--- src/spe_pkg.sv ---
// How it works
// - In program mode data moves serially; data pin two-way, clock pin is input.
// - Low-voltage entry accepted only while the low-voltage enable bit is one.
// - Enable bit may be cleared only in a high-voltage-entered session.
// - With the enable bit set, master clear reset function is forced on.
package spe_pkg;
  // ****************
  // Constants
  // ****************
  localparam int KEY_BITS = 32;
  // Arbitrary value
  localparam logic [31:0] ENTRY_KEY = 32'h5A3C_96E1;
  localparam int CNT_W = 6;
  localparam logic [CNT_W-1:0] KEY_BITS_C = 6'h20;
  localparam logic [31:0] SHIFT_RESET = 32'h0000_0000;

  // ****************
  // Types
  // ****************
  typedef enum logic [1:0] {ST_IDLE, ST_KEY, ST_HV, ST_LV} spe_state_t;

  typedef struct packed {
    logic clk;
    logic dat;
    logic hv;
    logic mclr_n;
  } spe_pins_t;

  typedef struct packed {
    logic active;
    logic hv_session;
    logic lvp_clear_ok;
    logic mclr_reset_en;
  } spe_status_t;
endpackage : spe_pkg

--- src/spe_entry.sv ---
`timescale 1ns/1ps
`default_nettype none
module spe_entry (
  input wire logic SYS_CLK,
  input wire logic RESET_N,
  input wire spe_pkg::spe_pins_t PINS,
  input wire logic LVP_ENABLE,
  input wire logic MCLR_CFG_EN,
  input wire logic TX_BIT,
  input wire logic TX_OE,
  output logic DAT_OUT,
  output logic DAT_OE,
  output logic RX_BIT,
  output logic RX_STROBE,
  output spe_pkg::spe_status_t STATUS
);
  import spe_pkg::*;

  // ****************
  // Helpers
  // ****************
  // One session decode shared by the data pin and the status outputs
  function automatic logic in_session(spe_state_t s);
    return (s == ST_HV) || (s == ST_LV);
  endfunction : in_session

  // Key window with the newest bit entering at the bottom
  function automatic logic [31:0] shift_in(logic [31:0] sr, logic b);
    return {sr[30:0], b};
  endfunction : shift_in

  // ****************
  // Reset and pin synchronisers
  // ****************
  logic rst_a_reg;
  logic rst_n_reg;
  always_ff @(posedge SYS_CLK or negedge RESET_N) begin
    if (!RESET_N) begin
      rst_a_reg <= 1'b0;
      rst_n_reg <= 1'b0;
    end else begin
      rst_a_reg <= 1'b1;
      rst_n_reg <= rst_a_reg;
    end
  end

  // Two stages per pin: the programmer's edges are unrelated to our clock
  spe_pins_t s1_reg;
  spe_pins_t s2_reg;
  logic clk_d_reg;
  logic hv_d_reg;
  logic lvp_s1_reg;
  logic lvp_reg;
  always_ff @(posedge SYS_CLK or negedge rst_n_reg) begin
    if (!rst_n_reg) begin
      // Idle pins, master clear high: no false low level after reset
      s1_reg <= 4'h1;
      s2_reg <= 4'h1;
      clk_d_reg <= 1'b0;
      hv_d_reg <= 1'b0;
      lvp_s1_reg <= 1'b0;
      lvp_reg <= 1'b0;
    end else begin
      s1_reg <= PINS;
      s2_reg <= s1_reg;
      clk_d_reg <= s2_reg.clk;
      hv_d_reg <= s2_reg.hv;
      lvp_s1_reg <= LVP_ENABLE;
      lvp_reg <= lvp_s1_reg;
    end
  end

  // Limitation: each link clock phase must span at least three of our cycles
  logic clk_rise;
  logic clk_fall;
  logic hv_rise;
  assign clk_rise = s2_reg.clk & ~clk_d_reg;
  assign clk_fall = ~s2_reg.clk & clk_d_reg;
  assign hv_rise = s2_reg.hv & ~hv_d_reg;

  // ****************
  // Entry state machine
  // ****************
  spe_state_t state_reg, state_next;
  logic [31:0] shift_reg, shift_next;
  logic [CNT_W-1:0] cnt_reg, cnt_next;
  logic dout_reg, dout_next;
  logic oe_reg, oe_next;
  logic rx_reg, rx_next;
  logic stb_reg, stb_next;
  logic active;

  always_comb begin
    state_next = state_reg;
    shift_next = shift_reg;
    cnt_next = cnt_reg;
    case (state_reg)
      ST_IDLE: begin
        // High-voltage entry on the rise of high voltage only, with clock and data low;
        // a clock that drops later cannot open a session
        if (hv_rise && !s2_reg.clk && !s2_reg.dat) begin
          state_next = ST_HV;
        end else if (lvp_reg && !s2_reg.mclr_n && !s2_reg.hv) begin
          state_next = ST_KEY;
          shift_next = SHIFT_RESET;
          cnt_next = '0;
        end
      end
      ST_KEY: begin
        if (!lvp_reg || s2_reg.mclr_n) begin
          state_next = ST_IDLE;
        end else if (clk_fall) begin
          // Data sampled on falling clock, msb first
          shift_next = shift_in(shift_reg, s2_reg.dat);
          if (cnt_reg == KEY_BITS_C - 6'h01) begin
            cnt_next = '0;
            // Exact match only; a miss re-arms the window
            if (shift_in(shift_reg, s2_reg.dat) == ENTRY_KEY) begin
              state_next = ST_LV;
            end
          end else begin
            cnt_next = cnt_reg + 6'h01;
          end
        end
      end
      ST_HV: begin
        if (!s2_reg.hv) begin
          state_next = ST_IDLE;
        end
      end
      ST_LV: begin
        // Session lasts only while master clear stays low
        if (s2_reg.mclr_n) begin
          state_next = ST_IDLE;
        end
      end
      default: state_next = ST_IDLE;
    endcase
  end

  assign active = in_session(state_reg);

  always_ff @(posedge SYS_CLK or negedge rst_n_reg) begin
    if (!rst_n_reg) begin
      state_reg <= ST_IDLE;
      shift_reg <= SHIFT_RESET;
      cnt_reg <= '0;
    end else begin
      state_reg <= state_next;
      shift_reg <= shift_next;
      cnt_reg <= cnt_next;
    end
  end

  // ****************
  // Data pin
  // ****************
  // Output moves on the rising link edge, half a period before it is taken;
  // no strobe while driving, so our own bit is never counted as received
  always_comb begin
    dout_next = dout_reg;
    oe_next = 1'b0;
    rx_next = rx_reg;
    stb_next = 1'b0;
    // Serial transfer through the two-way data pin
    if (active) begin
      if (clk_fall) begin
        rx_next = s2_reg.dat;
        stb_next = ~TX_OE;
      end
      if (clk_rise) begin
        dout_next = TX_BIT;
      end
      oe_next = TX_OE;
    end
  end

  always_ff @(posedge SYS_CLK or negedge rst_n_reg) begin
    if (!rst_n_reg) begin
      dout_reg <= 1'b0;
      oe_reg <= 1'b0;
      rx_reg <= 1'b0;
      stb_reg <= 1'b0;
    end else begin
      dout_reg <= dout_next;
      oe_reg <= oe_next;
      rx_reg <= rx_next;
      stb_reg <= stb_next;
    end
  end

  // ****************
  // Outputs
  // ****************
  spe_status_t status_reg, status_next;
  always_comb begin
    status_next = '0;
    status_next.active = in_session(state_next);
    status_next.hv_session = (state_next == ST_HV);
    // Clearing the enable bit only from a high-voltage session
    status_next.lvp_clear_ok = (state_next == ST_HV);
    // Master clear reset forced on while low-voltage entry enabled
    status_next.mclr_reset_en = lvp_reg | MCLR_CFG_EN;
  end

  always_ff @(posedge SYS_CLK or negedge rst_n_reg) begin
    if (!rst_n_reg) begin
      status_reg <= '0;
    end else begin
      status_reg <= status_next;
    end
  end

  assign STATUS = status_reg;
  assign DAT_OUT = dout_reg;
  assign DAT_OE = oe_reg;
  assign RX_BIT = rx_reg;
  assign RX_STROBE = stb_reg;
endmodule : spe_entry
`default_nettype wire

--- config.mk ---
export PLATFORM = sky130hd
export DESIGN_NAME = spe_entry
export DESIGN_NICKNAME = d
export VERILOG_FILES = /design/src/spe_pkg.sv /design/src/spe_entry.sv
export SDC_FILE = /design/constraint.sdc
export NUM_CORES = 1
export LEC_CHECK = 0
export ABC_AREA = 1
export ABC_CLOCK_PERIOD_IN_PS = 3850
export BUFFER_PORTS_ARGS = -buffer_cell sky130_fd_sc_hd__buf_2
export CORE_UTILIZATION = 45
export DETAILED_ROUTE_END_ITERATION = 7
export PLACE_DENSITY = 0.74
export SYNTH_ARGS = -nofsm -noshare
export SYNTH_HDL_FRONTEND = slang
export SYNTH_SLANG_ARGS = --single-unit
--- constraint.sdc ---
create_clock -name SYS_CLK -period 3.85 [get_ports SYS_CLK]
set_clock_uncertainty 0.15 [all_clocks]
set_input_delay 0.385 -clock SYS_CLK [delete_from_list [all_inputs] [get_ports SYS_CLK]]
set_output_delay 0.385 -clock SYS_CLK [all_outputs]
set_load 0.02 [all_outputs]
==> results.cfg <==
[power_and_ir_drop]
peakVddDrop_mv = 0.2861
power.leakage_nw = 1.424
power_density_nw_per_um2 = 465.7

[critical_path]
critical-path-max-stage-delay_ps = 520
required_ps = 3980
setup.reg_to_reg.worst_slack_ps = 1540
worst-setup-path-type = reg -> reg
timing.critical_path.to_type = register
startpoint_type_of_the_worst_setup_path = register
crit_path_max_fanout = 44
cp_slowest_cell = dfrtp_1
critical_path.cell_chain = inv_2 > nand2_4 > inv_6 > o21ai_4 > nand2_4 > inv_6 > nand3_1 > a21oi_2
worst_r2r_endpoint = cnt_reg[4]
data_arrival_time_of_the_worst_path_ps = 2440
cp.buffers_inverters = 3
worst-r2r-cell-count = 8
first_element_of_the_critical_path = state_reg[1]
critical_path.top_delay_family = buffers and inverters
worst_r2r_startpoint = state_reg[1]

[hold_path]
min_from = TX_OE
min_delay_worst_endpoint = RX_STROBE
hold_path_depth = 2
min_path_type = in -> reg

[clock_network]
cts.htree.levels = 3
cts_tree = built
clock_transition_at_the_registers_of_the_reported_paths_ps = 70
tritoncts_num_sinks = 60
post-cts-setup-buffers = 0
cts_max_path_buffers = 2
cts_inserted_buffers = 9
root_buffer = clkbuf_8
clk-insertion-delay-late_ps = 340

[layout]
final_layout_size_suffix_gt1_frac = 0.3768
fin_util = 0.5319
design.final.nets = 290
largest_register_ff_count = 31
mostFrequentLayoutCell = dfrtp_1
fill_cells = 500
stdcell_area_um2 = 3149
num_antenna_cells = 0
signed_area_change_from_the_synthesized_netlist_to_the_final_layout_pct = 13.43
layout_common_cells = dfrtp_1, nand2_1, inv_1

[yosys]
synth_fp_nets = 267
number_of_storage_elements_in_the_synthesis_netlist = 60
post_synth_instance_area_um2 = 2776
synth_cells = 256
synth_async_reset_ratio = 1.000
synthesized_area_per_cell_um2 = 10.85
synth_flop_cell = dfrtp_1
synth-edff-count = 0
synth.yosys.seq_area_share = 0.5417
netlist-cell-type-count = 30
synth-warning-count = 0

[route]
routed_wirelength_um = 4476
detail_route.iter0.violations = 73
drc = 0
detail_route.wl_per_cell_um = 12.47
via_per_inst = 4.833
firstDrtPassIters = 5
antenna_violating_nets_post_route = 0
via_count = 1735

[die]
pin_count = 18
floorplan_core_area_um2 = 5921
floorplan.initialDensity = 0.4689
dieHeight_um = 80.55
floorplan.die_area_um2 = 6488
rows = 28
die_x_um = 80.55

[placement]
port_buffers = 17
post_dp_cell_area_um2 = 2840
dp_hpwl_um = 2911
finalWeightedCongestion = 0.7993

[sta]
holdWs_ps = 60.84
fin_setup_tns_ps = 0
slew_headroom = 0.3754
final-max-slew-violation-count = 0
timing.fmax_ghz = 0.4326
period_needed_ps = 2312
timing_worst_slew_pin_value_ps = 936.9
report.final.setup_viol = 0
final.period_utilization = 0.6005
hold_viol_final = 0
rsz0062_at_grt = false

[flow_run]
maxCapViolations = 0

[grt]
grt_first_pass_wirelength_um = 7983
grt_remaining_overflow = 0
first_global_vias = 1704
global_route.usage.total = 0.1705
initial_antenna_violation_count = 0
grt_start_max_net_pins = 45

[outcome]
run_status = finished, final reports clean
-- cell families after synthesis --
| family | count (synthesis) | share of synthesized area |
|---|---|---|
| adders and majority gates | 1 | 0.004506 |
| and+or+nand+nor | 100 | 0.1965 |
| other | 1 | 0.001351 |
| DFF | 60 | 0.5417 |
| xor gates and xnor gates | 2 | 0.006310 |
| AOI/OAI and AO/OA | 43 | 0.1487 |
| muxes | 1 | 0.004056 |
| buffers and inverters | 48 | 0.09689 |
-- repair_timing --
action / 4_1_cts / 5_1_grt
setup endpoints to repair: 0 / 0
endpoints found under the hold margin: 7 / 0
hold buffers: 6 / 0
gates resized for setup: 0 / 0
-- worst register-to-register path, delay by kind of cell (launching register included) --
kind / cells / cell delay (ps)
buf+inv: 3 / 700
compound gates: 2 / 260
simple gates: 3 / 630
flops: 1 / 520
-- how the worst max path moves through the flow --
stage,end,slack [ps],cells after the start
finish,cnt_reg[4],1540,8
global route,cnt_reg[4],1300,8
CTS,cnt_reg[4],1520,8
detailed placement,cnt_reg[4],1530,8
global placement,cnt_reg[4],1600,8
floorplan,DAT_OE,1910,0
-- synth_stat cells, types with 2 or more instances --
master    n  share of area
inv_2     8          0.011
a21oi_2   4          0.013
o21ai_2  21          0.066
buf_2     4         0.0072
nand2_1  44          0.059
inv_6     2         0.0063
dfstp_2   2          0.019
o31ai_2  12          0.054
inv_1    26          0.035
o21ai_1   3         0.0054
nand4_1   2         0.0045
buf_6     5          0.020
dfrtp_1  58           0.52
nor2_1   20          0.027
buf_12    2          0.014
nand3_1   9          0.016
nand2_4   2         0.0081
nand3_2  19          0.068
xor2_1    2         0.0063
-- area by class of cell --
class                   instances  area [µm²]  area share
flip-flops and latches         60        1505      0.4779
clock inverters                 6       111.4     0.03536
clock buffers                  10       137.6     0.04370
well taps                      75       93.84     0.02980
inverters                      36       145.1     0.04609
multi-input cells             148        1003      0.3186
repair buffers                 24       152.6     0.04847
-- metal layers --
layer	track usage	vias up	share of wire
li1	-	870	-
met1	0.2186	827	0.46
met2	0.2508	29	0.48
met3	0.04773	9	0.031
met4	0.1107	0	0.024
met5	0	-	0
-- per-stage QoR --
step,cells,total power [mW],setup slack [ps]
floorplan,256,0.7681,1909
global placement,337,0.7816,1600
detailed placement,337,0.7856,1527
CTS,359,1.487,1518
global route,359,1.530,1304
finish,359,1.467,1538
-- power breakdown --
part           internal [mW]  leakage (nW)  switching (mW)
clock                  0.447         0.122           0.241
combinational         0.0302         0.509          0.0718
sequential             0.653         0.793          0.0232
Power figures use the tool's default switching activity.
